`src/verilog/scp_pkg.sv`:
```
package scp_pkg;
	// ==========================================================
	// Timing
	localparam int CLK_FREQ_HZ = 40_000_000;
	localparam int READY_PULSE_NS = 1000;
	localparam int READY_PULSE_CYC = (READY_PULSE_NS * (CLK_FREQ_HZ / 1_000_000) + 999) / 1000;
	localparam int HOST_WAIT_US = 1000;
	localparam int BOOT_SETTLE_CYC = 3;
	// ==========================================================
	// Serial opcodes
	localparam logic [7:0] OP_WRITE = 8'h02;
	localparam logic [7:0] OP_READ = 8'h03;
	// ==========================================================
	// Port register byte addresses
	localparam logic [7:0] ADDR_CONTROL = 8'h00;
	localparam logic [7:0] ADDR_COMMAND = 8'h03;
	localparam logic [7:0] ADDR_COMMAND_LOW = 8'h05;
	localparam logic [7:0] ADDR_DATA_ONE = 8'h06;
	localparam logic [7:0] ADDR_DATA_TWO = 8'h09;
	localparam logic [7:0] ADDR_LAST = 8'h0B;
	localparam logic [7:0] BYTES_PER_REG = 8'h03;
	localparam int IDX_CONTROL = 0;
	localparam int IDX_COMMAND = 1;
	localparam int IDX_DATA_ONE = 2;
	localparam int IDX_DATA_TWO = 3;
	localparam int NUM_REGS = 4;
	// ==========================================================
	// Fields and reset values
	localparam int BUSY_BIT = 8;
	localparam logic [23:0] PORT_REG_RESET = 24'h000000;
	// ==========================================================
	// Command codes
	localparam logic [23:0] CMD_NOP = 24'h000000;
	localparam logic [23:0] CMD_WRITE_FILT = 24'h000001;
	localparam logic [23:0] CMD_READ_FILT = 24'h000002;
	// ==========================================================
	// Types
	typedef enum logic [1:0] {PH_OPCODE, PH_ADDRESS, PH_DATA} scp_phase_e;
	typedef enum logic [2:0] {ST_IDLE, ST_READ_CAPTURE, ST_EXTERNAL, ST_DONE} scp_proc_e;
endpackage

```
`src/verilog/scp_port.sv`:
```
`timescale 1ns/10ps
// Behaviour
// - Opcode byte, address byte, then data bytes
// - Write opcode stores bytes, address auto-increments
// - Read opcode shifts bytes out, address increments
// - 24-bit registers, high byte at lowest address
// - One write loads command and both data words
// - Extra data transactions continue the same external command (codes other than 0, 1, 2)
// - Read bytes follow opcode and address bytes
// - Ready output pulses low 1 us when done
// - Busy high from acceptance until processing ends
// - Busy poll read served at any time when boot input sampled low after reset
// - Busy is control mid byte bit zero
// - Command 1 writes selected filter register
// - Command 2 copies filter register into data one
// - Data changes falling edge, sampled rising edge
// - Select is active low for whole transaction
// - Commands accepted only when boot input sampled low after reset
module scp_port
	import scp_pkg::*;
#(
	parameter int PULSE_CYC = READY_PULSE_CYC
)(
	input wire logic clk,
	input wire logic reset,
	input wire logic port_select_n,
	input wire logic port_serial_clock,
	input wire logic serial_data_in,
	input wire logic boot_source,
	output logic serial_data_out,
	output logic serial_data_oe,
	output logic ready_pulse_n,
	output logic cmd_busy_flag,
	output logic config_enabled,
	output logic filt_wr_en,
	output logic filt_rd_en,
	output logic [23:0] filt_addr,
	output logic [23:0] filt_wdata,
	input wire logic [23:0] filt_rdata,
	output logic ext_cmd_start,
	output logic ext_cmd_continue,
	output logic [23:0] ext_cmd_code,
	input wire logic ext_cmd_done
);
	initial
	begin
		if (PULSE_CYC < 2 || PULSE_CYC > 65535)
			$error("PULSE_CYC out of range");
	end

	// ==========================================================
	// Pin synchronisers
	logic sel_s1_reg, sel_s2_reg, sel_d_reg;
	logic sck_s1_reg, sck_s2_reg, sck_d_reg;
	logic din_s1_reg, din_s2_reg;
	logic boot_s1_reg, boot_s2_reg;

	always_ff @(posedge clk)
	begin
		sel_s1_reg <= port_select_n;
		sel_s2_reg <= sel_s1_reg;
		sck_s1_reg <= port_serial_clock;
		sck_s2_reg <= sck_s1_reg;
		din_s1_reg <= serial_data_in;
		din_s2_reg <= din_s1_reg;
		boot_s1_reg <= boot_source;
		boot_s2_reg <= boot_s1_reg;
	end

	always_ff @(posedge clk)
	begin
		if (reset)
		begin
			sel_d_reg <= 1'b1;
			sck_d_reg <= 1'b0;
		end
		else
		begin
			sel_d_reg <= sel_s2_reg;
			sck_d_reg <= sck_s2_reg;
		end
	end

	// ==========================================================
	// Boot source capture
	logic [1:0] boot_wait_reg;
	logic config_enabled_reg;

	// Wait for the synchroniser to carry a post-reset level
	always_ff @(posedge clk)
	begin
		if (reset)
		begin
			boot_wait_reg <= 2'h0;
			config_enabled_reg <= 1'b0;
		end
		else if (boot_wait_reg != 2'(BOOT_SETTLE_CYC))
		begin
			boot_wait_reg <= boot_wait_reg + 2'h1;
			if (boot_wait_reg == 2'(BOOT_SETTLE_CYC - 1))
				config_enabled_reg <= ~boot_s2_reg;
		end
	end

	// ==========================================================
	// Frame decode
	logic sel_active, sck_rise, sck_fall, frame_end, byte_done;
	logic [7:0] rx_byte;
	logic [2:0] bit_cnt_reg;
	logic [7:0] rx_shift_reg, opcode_reg, addr_reg, tx_shift_reg;
	logic miso_oe_reg, launch_pend_reg, data_pend_reg;
	scp_phase_e phase_reg;

	assign sel_active = ~sel_s2_reg & config_enabled_reg;
	assign sck_rise = sck_s2_reg & ~sck_d_reg;
	assign sck_fall = ~sck_s2_reg & sck_d_reg;
	assign frame_end = sel_s2_reg & ~sel_d_reg;
	assign byte_done = sel_active & sck_rise & (bit_cnt_reg == 3'h7);
	assign rx_byte = {rx_shift_reg[6:0], din_s2_reg};

	logic [23:0] port_reg [NUM_REGS];
	logic busy_reg;
	logic [7:0] quot, rem;
	logic [1:0] lane_pos;
	logic in_map, wr_byte;

	assign quot = addr_reg / BYTES_PER_REG;
	assign rem = addr_reg % BYTES_PER_REG;
	assign lane_pos = 2'h2 - rem[1:0];
	assign in_map = addr_reg <= ADDR_LAST;
	assign wr_byte = byte_done & (phase_reg == PH_DATA) & (opcode_reg == OP_WRITE);

	function automatic logic [7:0] fetch_byte(input logic [7:0] a);
		logic [7:0] q;
		logic [7:0] r;
		logic [23:0] word;
		q = a / BYTES_PER_REG;
		r = a % BYTES_PER_REG;
		word = port_reg[q[1:0]];
		if (q[1:0] == 2'(IDX_CONTROL))
			word[BUSY_BIT] = busy_reg;
		if (a > ADDR_LAST)
			fetch_byte = 8'h00;
		else
			fetch_byte = word[(2 - r[1:0]) * 8 +: 8];
	endfunction

	always_ff @(posedge clk)
	begin
		if (reset || !sel_active)
		begin
			bit_cnt_reg <= 3'h0;
			phase_reg <= PH_OPCODE;
			rx_shift_reg <= 8'h00;
			tx_shift_reg <= 8'h00;
			miso_oe_reg <= 1'b0;
			if (reset)
			begin
				opcode_reg <= 8'h00;
				addr_reg <= 8'h00;
			end
		end
		else if (sck_rise)
		begin
			bit_cnt_reg <= bit_cnt_reg + 3'h1;
			rx_shift_reg <= rx_byte;
			if (bit_cnt_reg == 3'h7)
			begin
				case (phase_reg)
					PH_OPCODE:
					begin
						opcode_reg <= rx_byte;
						phase_reg <= PH_ADDRESS;
					end
					PH_ADDRESS:
					begin
						addr_reg <= rx_byte;
						phase_reg <= PH_DATA;
					end
					PH_DATA:
					begin
						if (opcode_reg == OP_WRITE)
							addr_reg <= addr_reg + 8'h01;
					end
					default:
						phase_reg <= PH_OPCODE;
				endcase
			end
		end
		else if (sck_fall && phase_reg == PH_DATA && opcode_reg == OP_READ)
		begin
			if (bit_cnt_reg == 3'h0)
			begin
				tx_shift_reg <= fetch_byte(addr_reg);
				miso_oe_reg <= ~fetch_byte(addr_reg) >> 7 != 8'h00;
				addr_reg <= addr_reg + 8'h01;
			end
			else
			begin
				tx_shift_reg <= {tx_shift_reg[6:0], 1'b0};
				miso_oe_reg <= ~tx_shift_reg[6];
			end
		end
	end

	// ==========================================================
	// Launch bookkeeping
	always_ff @(posedge clk)
	begin
		if (reset || frame_end)
		begin
			launch_pend_reg <= 1'b0;
			data_pend_reg <= 1'b0;
		end
		else if (wr_byte)
		begin
			if (addr_reg == ADDR_COMMAND_LOW)
				launch_pend_reg <= 1'b1;
			if (addr_reg >= ADDR_DATA_ONE && in_map)
				data_pend_reg <= 1'b1;
		end
	end

	// ==========================================================
	// Command processor
	scp_proc_e state_reg;
	logic filt_wr_reg, filt_rd_reg, ext_start_reg, ext_cont_reg, multi_cmd;
	logic [23:0] filt_addr_reg, filt_wdata_reg, ext_code_reg;

	assign multi_cmd = port_reg[IDX_COMMAND] != CMD_NOP
		&& port_reg[IDX_COMMAND] != CMD_WRITE_FILT
		&& port_reg[IDX_COMMAND] != CMD_READ_FILT;

	always_ff @(posedge clk)
	begin
		if (reset)
		begin
			state_reg <= ST_IDLE;
			busy_reg <= 1'b0;
			filt_wr_reg <= 1'b0;
			filt_rd_reg <= 1'b0;
			ext_start_reg <= 1'b0;
			ext_cont_reg <= 1'b0;
			filt_addr_reg <= 24'h000000;
			filt_wdata_reg <= 24'h000000;
			ext_code_reg <= 24'h000000;
		end
		else
		begin
			filt_wr_reg <= 1'b0;
			filt_rd_reg <= 1'b0;
			ext_start_reg <= 1'b0;
			case (state_reg)
				ST_IDLE:
				begin
					if (frame_end && launch_pend_reg)
					begin
						busy_reg <= 1'b1;
						ext_code_reg <= port_reg[IDX_COMMAND];
						filt_addr_reg <= port_reg[IDX_DATA_ONE];
						filt_wdata_reg <= port_reg[IDX_DATA_TWO];
						case (port_reg[IDX_COMMAND])
							CMD_NOP:
								state_reg <= ST_DONE;
							CMD_WRITE_FILT:
							begin
								filt_wr_reg <= 1'b1;
								state_reg <= ST_DONE;
							end
							CMD_READ_FILT:
							begin
								filt_rd_reg <= 1'b1;
								state_reg <= ST_READ_CAPTURE;
							end
							default:
							begin
								ext_start_reg <= 1'b1;
								ext_cont_reg <= 1'b0;
								state_reg <= ST_EXTERNAL;
							end
						endcase
					end
					else if (frame_end && data_pend_reg && multi_cmd)
					begin
						busy_reg <= 1'b1;
						ext_start_reg <= 1'b1;
						ext_cont_reg <= 1'b1;
						state_reg <= ST_EXTERNAL;
					end
				end
				ST_READ_CAPTURE:
					state_reg <= ST_DONE;
				ST_EXTERNAL:
				begin
					if (ext_cmd_done)
						state_reg <= ST_DONE;
				end
				ST_DONE:
				begin
					busy_reg <= 1'b0;
					state_reg <= ST_IDLE;
				end
				default:
					state_reg <= ST_IDLE;
			endcase
		end
	end

	// ==========================================================
	// Port registers
	// Filter read result wins over a host write in the same cycle
	always_ff @(posedge clk)
	begin
		if (reset)
		begin
			for (int i = 0; i < NUM_REGS; i++)
				port_reg[i] <= PORT_REG_RESET;
		end
		else if (state_reg == ST_READ_CAPTURE)
			port_reg[IDX_DATA_ONE] <= filt_rdata;
		else if (wr_byte && in_map)
			port_reg[quot[1:0]][lane_pos * 8 +: 8] <= rx_byte;
	end

	// ==========================================================
	// Ready pulse
	logic [15:0] pulse_cnt_reg;
	logic ready_n_reg;

	always_ff @(posedge clk)
	begin
		if (reset)
		begin
			pulse_cnt_reg <= 16'h0000;
			ready_n_reg <= 1'b1;
		end
		else if (state_reg == ST_DONE)
		begin
			pulse_cnt_reg <= 16'(PULSE_CYC);
			ready_n_reg <= 1'b0;
		end
		else if (pulse_cnt_reg > 16'h0001)
			pulse_cnt_reg <= pulse_cnt_reg - 16'h0001;
		else
		begin
			pulse_cnt_reg <= 16'h0000;
			ready_n_reg <= 1'b1;
		end
	end

	// ==========================================================
	// Outputs
	logic zero_reg;

	// Open-drain pin: only ever pulls low
	always_ff @(posedge clk)
	begin
		zero_reg <= 1'b0;
	end

	assign serial_data_out = zero_reg;
	assign serial_data_oe = miso_oe_reg;
	assign ready_pulse_n = ready_n_reg;
	assign cmd_busy_flag = busy_reg;
	assign config_enabled = config_enabled_reg;
	assign filt_wr_en = filt_wr_reg;
	assign filt_rd_en = filt_rd_reg;
	assign filt_addr = filt_addr_reg;
	assign filt_wdata = filt_wdata_reg;
	assign ext_cmd_start = ext_start_reg;
	assign ext_cmd_continue = ext_cont_reg;
	assign ext_cmd_code = ext_code_reg;
endmodule

```
`config.mk`:
```
export PLATFORM = sky130hd
export DESIGN_NAME = scp_port
export DESIGN_NICKNAME = d
export VERILOG_FILES = /design/src/verilog/scp_pkg.sv /design/src/verilog/scp_port.sv
export SDC_FILE = /design/constraint.sdc
export NUM_CORES = 1
export LEC_CHECK = 0
export BUFFER_PORTS_ARGS = -buffer_cell sky130_fd_sc_hd__buf_4
export CORE_MARGIN = 2
export CORE_UTILIZATION = 40
export CTS_CLUSTER_SIZE = 28
export DETAILED_ROUTE_END_ITERATION = 12
export GPL_TIMING_DRIVEN = 0
export PLACE_DENSITY_LB_ADDON = 0.3
export SLEW_MARGIN = 20
export SYNTH_ARGS = -nofsm -noshare
export SYNTH_HDL_FRONTEND = slang
export SYNTH_SLANG_ARGS = --single-unit
export TNS_END_PERCENT = 50
```
`constraint.sdc`:
```
create_clock -name clk -period 7.7 [get_ports clk]
set_clock_uncertainty 0.2 [all_clocks]
set_input_delay 0.385 -clock clk [delete_from_list [all_inputs] [get_ports clk]]
set_output_delay 0.385 -clock clk [all_outputs]
set_load 0.05 [all_outputs]
```
==> results.cfg, run 1 <==
[clock_tree]
clock-sinks = 242
insertion_delay_ns = 0.54
clk_path_buf_depth = 3
numCtsBuffers = 26
cts_tree = yes
path_clk_slew_ns = 0.06
htree_levels = 1
post_cts.repair.setup_buffers = 0
root_buffer = clkbuf_16

[synth]
synth_cell_types = 72
synth_top_area_cell = edfxtp_1
synth_area_um2 = 11000
synth_nets = 1159
ys_ff_latch = 242
synth_flop_cell = dfxtp_1
synth_edf_count = 111
synth_seq_area_share_pct = 54.0
synth.most_common_cell = nand2_1
syn_area_per_cell_um2 = 9.96
postSynth.asyncResetShare_pct = 0
postSynthCellCount = 1107
synth_top_area_share_pct = 30.2
synth.top_cells.by_count = nand2_1 (226), dfxtp_1 (131), edfxtp_1 (111), a21oi_1 (97), and2_1 (81)
synth_area_leaders = edfxtp_1 (30%), dfxtp_1 (24%), nand2_1 (7.7%)
yosys_warnings = 0

[layout]
stdcell_count = 1634
drive_gt1_share_pct = 15.1
fin_area_um2 = 13400
fillers = 2491
syn_to_final_growth_pct = 21.4
multi_input_area_um2 = 4690
antenna_cells = 0
ff_latch_area_um2 = 5960
largest_reg_flops = 95
nets = 1325

[route]
met2WireLength_um = 14600
firstDrtPassIters = 6
top_layer = met4
wl_met1_um = 14300
dr_total_vias = 9050
wl_per_cell_um = 20.2
vias_per_cell = 5.54
drt_iter0_markers = 774
wl_um = 33000
drc_errors = 0
dr_wl_met3_um = 2460
ant_nets = 0

[worst_setup_path]
cp_slowest_stage_delay_ns = 0.51
crit_path_end_kind = flip-flop
rrSetupSlack_ns = 0.78
startpoint_type = flip-flop
path_cells = clkbuf_1, a21bo_2, o221ai_1, o31a_1, nand2_1, ha_1, or3_1, buf_2, a21o_1, clkbuf_1, xnor2_1, ha_1, nor2_1, o211ai_2, clkbuf_1, nand2_1, mux2_2, ha_1, buf_1, a221oi_1, o211ai_1, a22oi_1, o31ai_1
cp.required_ns = 7.91
crit_arrival_ns = 7.13
critical_path_class = reg -> reg
crit_fanout = 10
slowest_stage = a221oi_1

[timing]
period_share_pct = 89.9
slew_headroom_pct = 38.2
layout_min_cycle_time_ns = 6.92
timing.fmax_mhz = 144
rsz0062_at_grt = false
hold_violations = 0
finalMaxSlewViolations = 0
setup_viol = 0
worstMarginPinSlew_ns = 0.925
holdWs_ns = 0.0157
tns_ns = 0

[hold_path]
hold_path_class = in -> reg

[power]
power.static_leakage_nw = 4.93
ir_drop_mv = 0.163
p_per_area_nw_per_um2 = 240

[global_route]
grt_use_total_pct = 22.6
grt_max_degree = 14
grt_pass1_wl_um = 49300
grt_antenna_before_repair = 0
grt_overflow = 0
grt_pass1_vias = 8606

[place]
routabilityCongestion = 0.957
placed_cells = 1559
placed_area_um2 = 12300
dp_hpwl_um = 24000
io_buffers = 110

[floorplanning]
die_y_um = 170
fp.dieW_um = 170
core.rowCount = 60
num_io_pins = 112
start_util_pct = 40.8
die-area_um2 = 28900
core_um2 = 27000

[job]
drv_cap = 0

[status]
status = completed
## path summary, 6_finish.rpt
path / endpoint / cells after the start / from
setup reg to reg: tx_shift_reg[4] / 23 / addr_reg[4]
hold / removal: port_reg[2][21] / 2 / filt_rdata[21]
hold reg to reg: sel_s2_reg / 0 / sel_s1_reg
setup / recovery: tx_shift_reg[4] / 23 / addr_reg[4]
## repair_timing
action / in CTS / in global routing
gates resized for setup: 0 / 0
hold endpoints to repair: 27 / 0
hold buffers: 27 / 0
## report_power, final
part,leakage (nW),total [W],internal (W),switching (W)
logic,2.31,0.000550,0.000203,0.000347
clock network,0.407,0.00121,0.000701,0.000505
registers,2.21,0.00145,0.00140,0.0000519
## layout by cell type (no fill, tap or decap), types with 8 or more instances in the layout
master and n:
nand2_1 226, dfxtp_1 131, buf_4 115, edfxtp_1 111
a21oi_1 97, and2_1 81, clkbuf_1 63, nor2_1 55
clkbuf_16 27, dlygate4sd3_1 27, a22o_1 24, ha_1 21
inv_1 18, a211oi_1 18, nand3_1 15, xor2_1 13
xnor2_1 13, nor3_1 13, o211ai_1 13, or3_1 12
o21bai_1 12, o21ai_0 11, mux2i_1 11, nor4_1 10
a221oi_1 9, o31ai_1 8, a22oi_1 8
## routing by layer
layer  track usage [%]  vias to the layer above
met5                 0                        -
met4              11.1                        0
met3              3.40                      104
met2              36.0                      403
met1              30.1                     4286
li1                  -                     4257
## per-stage QoR
step	power, W	worst slack, ns	utilization (%)
after floorplan	0.00185	2.06	-
after global routing	0.00333	0.376	49.5
final	0.00321	0.778	49.5
after detailed placement	0.00201	0.892	45.5
after global placement	0.00200	1.01	45.4
after CTS	0.00321	0.865	49.5
## cells by family after synthesis
family / share of synthesized area, %
compound gates: 14.8
xor+xnor: 2.07
fa+ha+maj: 2.38
buf+inv: 3.44
flops: 54.0
mux: 1.10
other cells: 0.0340
simple gates: 22.1
## critical path: cells and delay by family, from the launching register on
family,cells,cell delay (ns)
adder cells (fa/ha/maj),3,0.93
XOR/XNOR,1,0.21
multiplexers,1,0.37
buffers and inverters,5,1.53
AO/OA/AOI/OAI,9,2.25
AND/OR/NAND/NOR,4,0.88
flip-flops,1,0.41
## cell type report
class                      count  share of cell area (%)
tap                          341                    3.19
multi-input combinational    776                    35.1
buffer                        69                    2.18
sequential                   242                    44.5
clock inverter                12                   0.598
inverter                      20                   0.654
timing repair buffer         138                    8.30
clock buffer                  36                    5.53
(Power assumes the default switching activity.)
==> run 2: changes to the inputs <==
CORE_UTILIZATION = 58   (was 40)
==> run 2 against run 1 <==
Cell area decreased by 1.1%. Sequential share of layout area increased by 0.50 points. Worst setup slack better by 0.10 ns. Clock-buffer cell count decreased by 2. Via count is 0.30% higher. Routed wire length fell by 5.9%. Hold slack better by 0.0080 ns. Critical path depth grew 1. Die area decreased by 30%. Final cell count decreased by 6.9%. Utilization grew 21 points. Largest cell class unchanged. Highest routed layer unchanged.
==> results.cfg, run 2 (synthesis results as in run 1) <==
[hold_path]
hold_path_startpoint = filt_rdata[19]
worstHoldEndpoint = port_reg[2][19]
hold_path_class = in -> reg
min_path_cells = 2

[layout]
ff_latch_area_um2 = 5960
fillers = 1378
syn_to_final_growth_pct = 20.1
final_cell_mix = nand2_1 (226), dfxtp_1 (131), buf_4 (115)
nets = 1321
layout_commonest_cell = nand2_1
largest_reg_flops = 95
multi_input_area_um2 = 4690
antenna_cells = 0
drive_gt1_share_pct = 15.2
stdcell_count = 1521

[timing]
hold_violations = 0
holdWs_ns = 0.0237
period_share_pct = 88.5
rsz0062_at_grt = false
timing.fmax_mhz = 147
worstMarginPinSlew_ns = 1.03
slew_headroom_pct = 30.9
setup_viol = 0
layout_min_cycle_time_ns = 6.82
layout_setup_ws_ns = 0.882
finalMaxSlewViolations = 0
tns_ns = 0

[job]
drv_cap = 0

[route]
wl_per_cell_um = 20.4
firstDrtPassIters = 6
dr_total_vias = 9077
vias_per_cell = 5.97
ant_nets = 0
drc_errors = 0
wl_um = 31000
drt_iter0_markers = 921

[floorplanning]
core.rowCount = 50
core_um2 = 18700
num_io_pins = 112
start_util_pct = 58.9
fp.dieW_um = 142
die-area_um2 = 20100
die_y_um = 142

[clock_tree]
clk_path_buf_depth = 3
clock-sinks = 242
numCtsBuffers = 25
insertion_delay_ns = 0.52
htree_levels = 1
root_buffer = clkbuf_16
path_clk_slew_ns = 0.06
cts_tree = yes
postCtsResizedCells = 0

[global_route]
grt_busiest_layer = met2
met1_usage_pct = 41.6
grt_pass1_vias = 8370
grt_overflow = 0
grt_util_met3_pct = 4.29
grt_max_degree = 16
grt_pass1_wl_um = 47100
grt_use_total_pct = 30.6
use_met2_pct = 48.9
grt_antenna_before_repair = 0

[worst_setup_path]
crit_arrival_ns = 7.01
cp-startpoint = addr_reg[5]
crit_fanout = 10
regToRegEndpoint = tx_shift_reg[6]
r2r_start = addr_reg[5]
cp.required_ns = 7.89
startpoint_type = flip-flop
rrSetupSlack_ns = 0.88
critical_path_class = reg -> reg
crit_path_end_kind = flip-flop
rr_worst_depth = 24

[power]
p_seq_share_pct = 45.2
swShare_pct = 27.5
power.static_leakage_nw = 4.92
power.switching_w = 0.000883
p_int_w = 0.00233
pwr-share-comb_pct = 16.5
ir_drop_mv = 0.212
p_per_area_nw_per_um2 = 243
pwr-share-clk_pct = 38.3
total_power_w = 0.00321

[place]
placed_cells = 1451
routabilityCongestion = 0.992
dp_worst_setup_slack_ns = 1.02
io_buffers = 110
dp_hpwl_um = 22200

[status]
status = completed
==> run 2: cell types whose count changed in the layout (fill, tap and decap cells not counted), sizes merged <==
| cell | delta |
|---|---|
| clkbuf | -2 |
| bufinv | +1 |
| dlygate4sd3 | -2 |
| buf | -1 |
| clkinvlp | +2 |
| inv | +1 |
| clkinv | -5 |
==> run 2: through the flow <==
| step | utilization (%) | area [µm²] |
|---|---|---|
| after floorplan | - | 11000 |
| after global placement | 64.9 | 12100 |
| after detailed placement | 64.9 | 12100 |
| after CTS | 70.7 | 13200 |
| after global routing | 70.7 | 13200 |
| final | 70.7 | 13200 |
==> run 2: layout make-up <==
type	instances	area share, %
clock inverter	11	0.917
multi-input combinational	776	35.4
buffer	69	2.20
sequential	242	45.0
tap	234	2.21
timing repair buffer	135	8.13
clock buffer	34	5.45
inverter	20	0.662
==> run 2: worst max-delay path by stage <==
| stage | to | depth (start not counted) | slack (ns) |
|---|---|---|---|
| floorplan | port_reg[2][16] | 21 | 2.06 |
| global placement | port_reg[2][13] | 22 | 1.10 |
| detailed placement | port_reg[2][18] | 22 | 1.02 |
| CTS | port_reg[2][19] | 22 | 0.99 |
| global route | tx_shift_reg[2] | 23 | 0.41 |
| finish | tx_shift_reg[6] | 24 | 0.88 |
==> run 2: repair_timing <==
action | 4_1_cts | 5_1_grt
endpoints found under the hold margin | 24 | 1
hold buffers | 24 | 1
buffers inserted | 0 | 0
==> run 2: power groups by stage <==
stage          Clock [W]  Sequential (W)  Combinational [W]
2_1_floorplan          0         0.00146           0.000384
4_1_cts          0.00123         0.00145           0.000517
3_3_place_gp           0         0.00148           0.000496
3_5_place_dp           0         0.00148           0.000505
5_1_grt          0.00128         0.00146           0.000586
6_report         0.00123         0.00145           0.000529
==> run 2: worst max-delay path: stages, from the launching register on <==
cell	delay, ns
edfxtp_1	0.37
buf_4	0.18
buf_2	0.18
and3b_1	0.20
a211oi_2	0.23
o31a_1	0.25
nand2_1	0.17
ha_1	0.26
or3_1	0.38
buf_2	0.17
a21o_1	0.27
clkbuf_1	0.31
xnor2_1	0.22
ha_1	0.27
nor2_1	0.19
o211ai_2	0.23
clkbuf_1	0.32
nand2_1	0.15
mux2_2	0.37
ha_1	0.39
buf_1	0.36
a221oi_1	0.54
o211ai_1	0.17
a22oi_1	0.22
o31ai_1	0.09
==> run 2: layer usage <==
| metal | up-vias | part of all wire, % |
|---|---|---|
| met5 | - | 0 |
| met4 | 0 | 5.5 |
| met3 | 99 | 8.7 |
| met2 | 477 | 46 |
| met1 | 4256 | 40 |
| li1 | 4245 | - |
==> run 3: changes to the inputs <==
ABC_AREA = 1   (was default)
==> run 3 against run 2 <==
Synthesized area decreased by 3.1%. Critical path depth increased by 4. Worst setup slack improved by 0.54 ns. Clock power decreased by 4%. Fmax increased by 8.7%. Sequential share of layout area increased by 1.7 points. Flip-flop and latch count unchanged. Utilization increased by 0.068 points. Critical endpoint is now port_reg[2][17]. Largest cell class unchanged. Highest routed layer unchanged.
==> results.cfg, run 3 <==
[route]
drt_iter0_markers = 883
drc_errors = 0
dr_total_vias = 9269
vias_per_cell = 5.61
firstDrtPassIters = 6
wl_um = 28900
ant_nets = 0
wl_per_cell_um = 17.5

[layout]
fin_util_pct = 70.8
nets = 1455
syn_to_final_growth_pct = 19.6
layout_commonest_cell = inv_1
largest_reg_flops = 95
drive_gt1_share_pct = 12.5
antenna_cells = 0
final_cell_mix = inv_1 (218), nand2_1 (214), nor2_1 (144)

[floorplanning]
fp.dieW_um = 140
num_io_pins = 112
core_um2 = 18000
start_util_pct = 59.2
die_y_um = 140
core.rowCount = 49
die-area_um2 = 19500

[hold_path]
hold_path_class = in -> reg

[synth]
synth_area_leaders = edfxtp_1 (31%), dfxtp_1 (25%), inv_1 (7.7%)
postSynth.asyncResetShare_pct = 0
synth_edf_count = 111
yosys_warnings = 0
postSynthCellCount = 1250
synth_nets = 1302
synth_top_area_cell = edfxtp_1
synth.top_cells.by_count = inv_1 (218), nand2_1 (214), nor2_1 (144), dfxtp_1 (131), edfxtp_1 (111)
synth_flop_cell = dfxtp_1
synth_seq_area_share_pct = 55.8
synth.most_common_cell = inv_1
synth_area_um2 = 10700
synth_top_area_share_pct = 31.2
syn_area_per_cell_um2 = 8.54
ys_ff_latch = 242
synth_cell_types = 42

[global_route]
grt_pass1_vias = 8774
grt_max_degree = 15
grt_util_met3_pct = 5.02
use_met2_pct = 48.9
grt_busiest_layer = met2
grt_use_total_pct = 29.5
grt_pass1_wl_um = 45400
grt_antenna_before_repair = 0
met1_usage_pct = 38.8
grt_overflow = 0

[timing]
finalMaxSlewViolations = 0
hold_violations = 0
tns_ns = 0
layout_min_cycle_time_ns = 6.27
setup_viol = 0
worstMarginPinSlew_ns = 1.00
period_share_pct = 81.5
timing.fmax_mhz = 159
rsz0062_at_grt = false
slew_headroom_pct = 32.6

[status]
status = completed

[power]
ir_drop_mv = 0.261
p_per_area_nw_per_um2 = 270
power.static_leakage_nw = 5.18

[clock_tree]
cts_tree = yes
clk_path_buf_depth = 3
root_buffer = clkbuf_16
clock-sinks = 242
htree_levels = 1
path_clk_slew_ns = 0.06
post_cts.repair.setup_buffers = 0
numCtsBuffers = 25
insertion_delay_ns = 0.52

[worst_setup_path]
startpoint_type = flip-flop
cpMostUsedCell = nand2_1
crit_arrival_ns = 6.41
slowest_stage = buf_1
critical_path_class = reg -> reg
cp_slowest_stage_delay_ns = 0.51
crit_path_end_kind = flip-flop
cp.required_ns = 7.84
crit_fanout = 10

[place]
routabilityCongestion = 0.984
io_buffers = 109
dp_hpwl_um = 20900

[job]
drv_cap = 0
## run 3: kinds of logic (layout without fill, tap and decap cells)
group	after synthesis	after routing	synth area share (%)
AOI/OAI and AO/OA	231	231	12.0
xor gates and xnor gates	11	11	0.902
adders and majority gates	21	21	2.46
buffers and inverters	266	438	9.60
DFF	242	242	55.8
other	1	1	0.0351
and+or+nand+nor	478	478	19.2
## run 3: final timing paths
kind,from,end,slack [ns],cells after the start
worst max register to register,addr_reg[5],port_reg[2][17],1.43,28
worst min register to register,boot_s1_reg,boot_s2_reg,0.13,0
worst min-delay path,filt_rdata[4],port_reg[2][4],0.02,3
worst max-delay path,addr_reg[5],port_reg[2][17],1.43,28
## run 3: area by class of cell
cell class | count | area [µm²]
well taps | 229 | 287
repair buffers | 126 | 988
inverters | 225 | 847
clock inverters | 10 | 77.6
flip-flops and latches | 242 | 5960
plain buffers | 41 | 178
clock buffers | 36 | 729
multi-input cells | 742 | 3700
fillers | 1403 | 5260
## run 3: metrics by stage
step	instances	hold slack, ns	instance area (µm²)	total power, W	setup slack (ns)
after floorplan	1250	0.110	10700	0.00207	2.79
after global placement	1588	0.111	11800	0.00226	1.68
after detailed placement	1588	0.117	11800	0.00228	1.58
after CTS	1651	0.00249	12800	0.00344	1.55
after global routing	1651	0.00948	12800	0.00362	0.870
final	1651	0.0184	12800	0.00345	1.43
## run 3: power by group
part           total, W  leakage [nW]  switching, W  internal [W]
registers       0.00152          2.15     0.0000675       0.00146
clock network   0.00118         0.405      0.000486      0.000692
logic          0.000751          2.62      0.000513      0.000238
## run 3: worst max-delay path, delay by kind of cell (launching register included)
| family | cells | cell delay (ns) |
|---|---|---|
| buffers and inverters | 8 | 2.10 |
| adder cells (fa/ha/maj) | 3 | 0.70 |
| flip-flops | 1 | 0.47 |
| XOR/XNOR | 1 | 0.17 |
| AND/OR/NAND/NOR | 13 | 1.96 |
| AO/OA/AOI/OAI | 3 | 0.49 |
## run 3: timing repair
action	CTS	global route
gates resized for setup	0	0
hold endpoints to repair	17	0
hold buffers	17	0
## run 3: metal layers
metal / up-vias / part of all wire [%]
met2: 478 / 48
li1: 4413 / -
met4: 0 / 4.1
met3: 75 / 9.1
met5: - / 0
met1: 4303 / 39
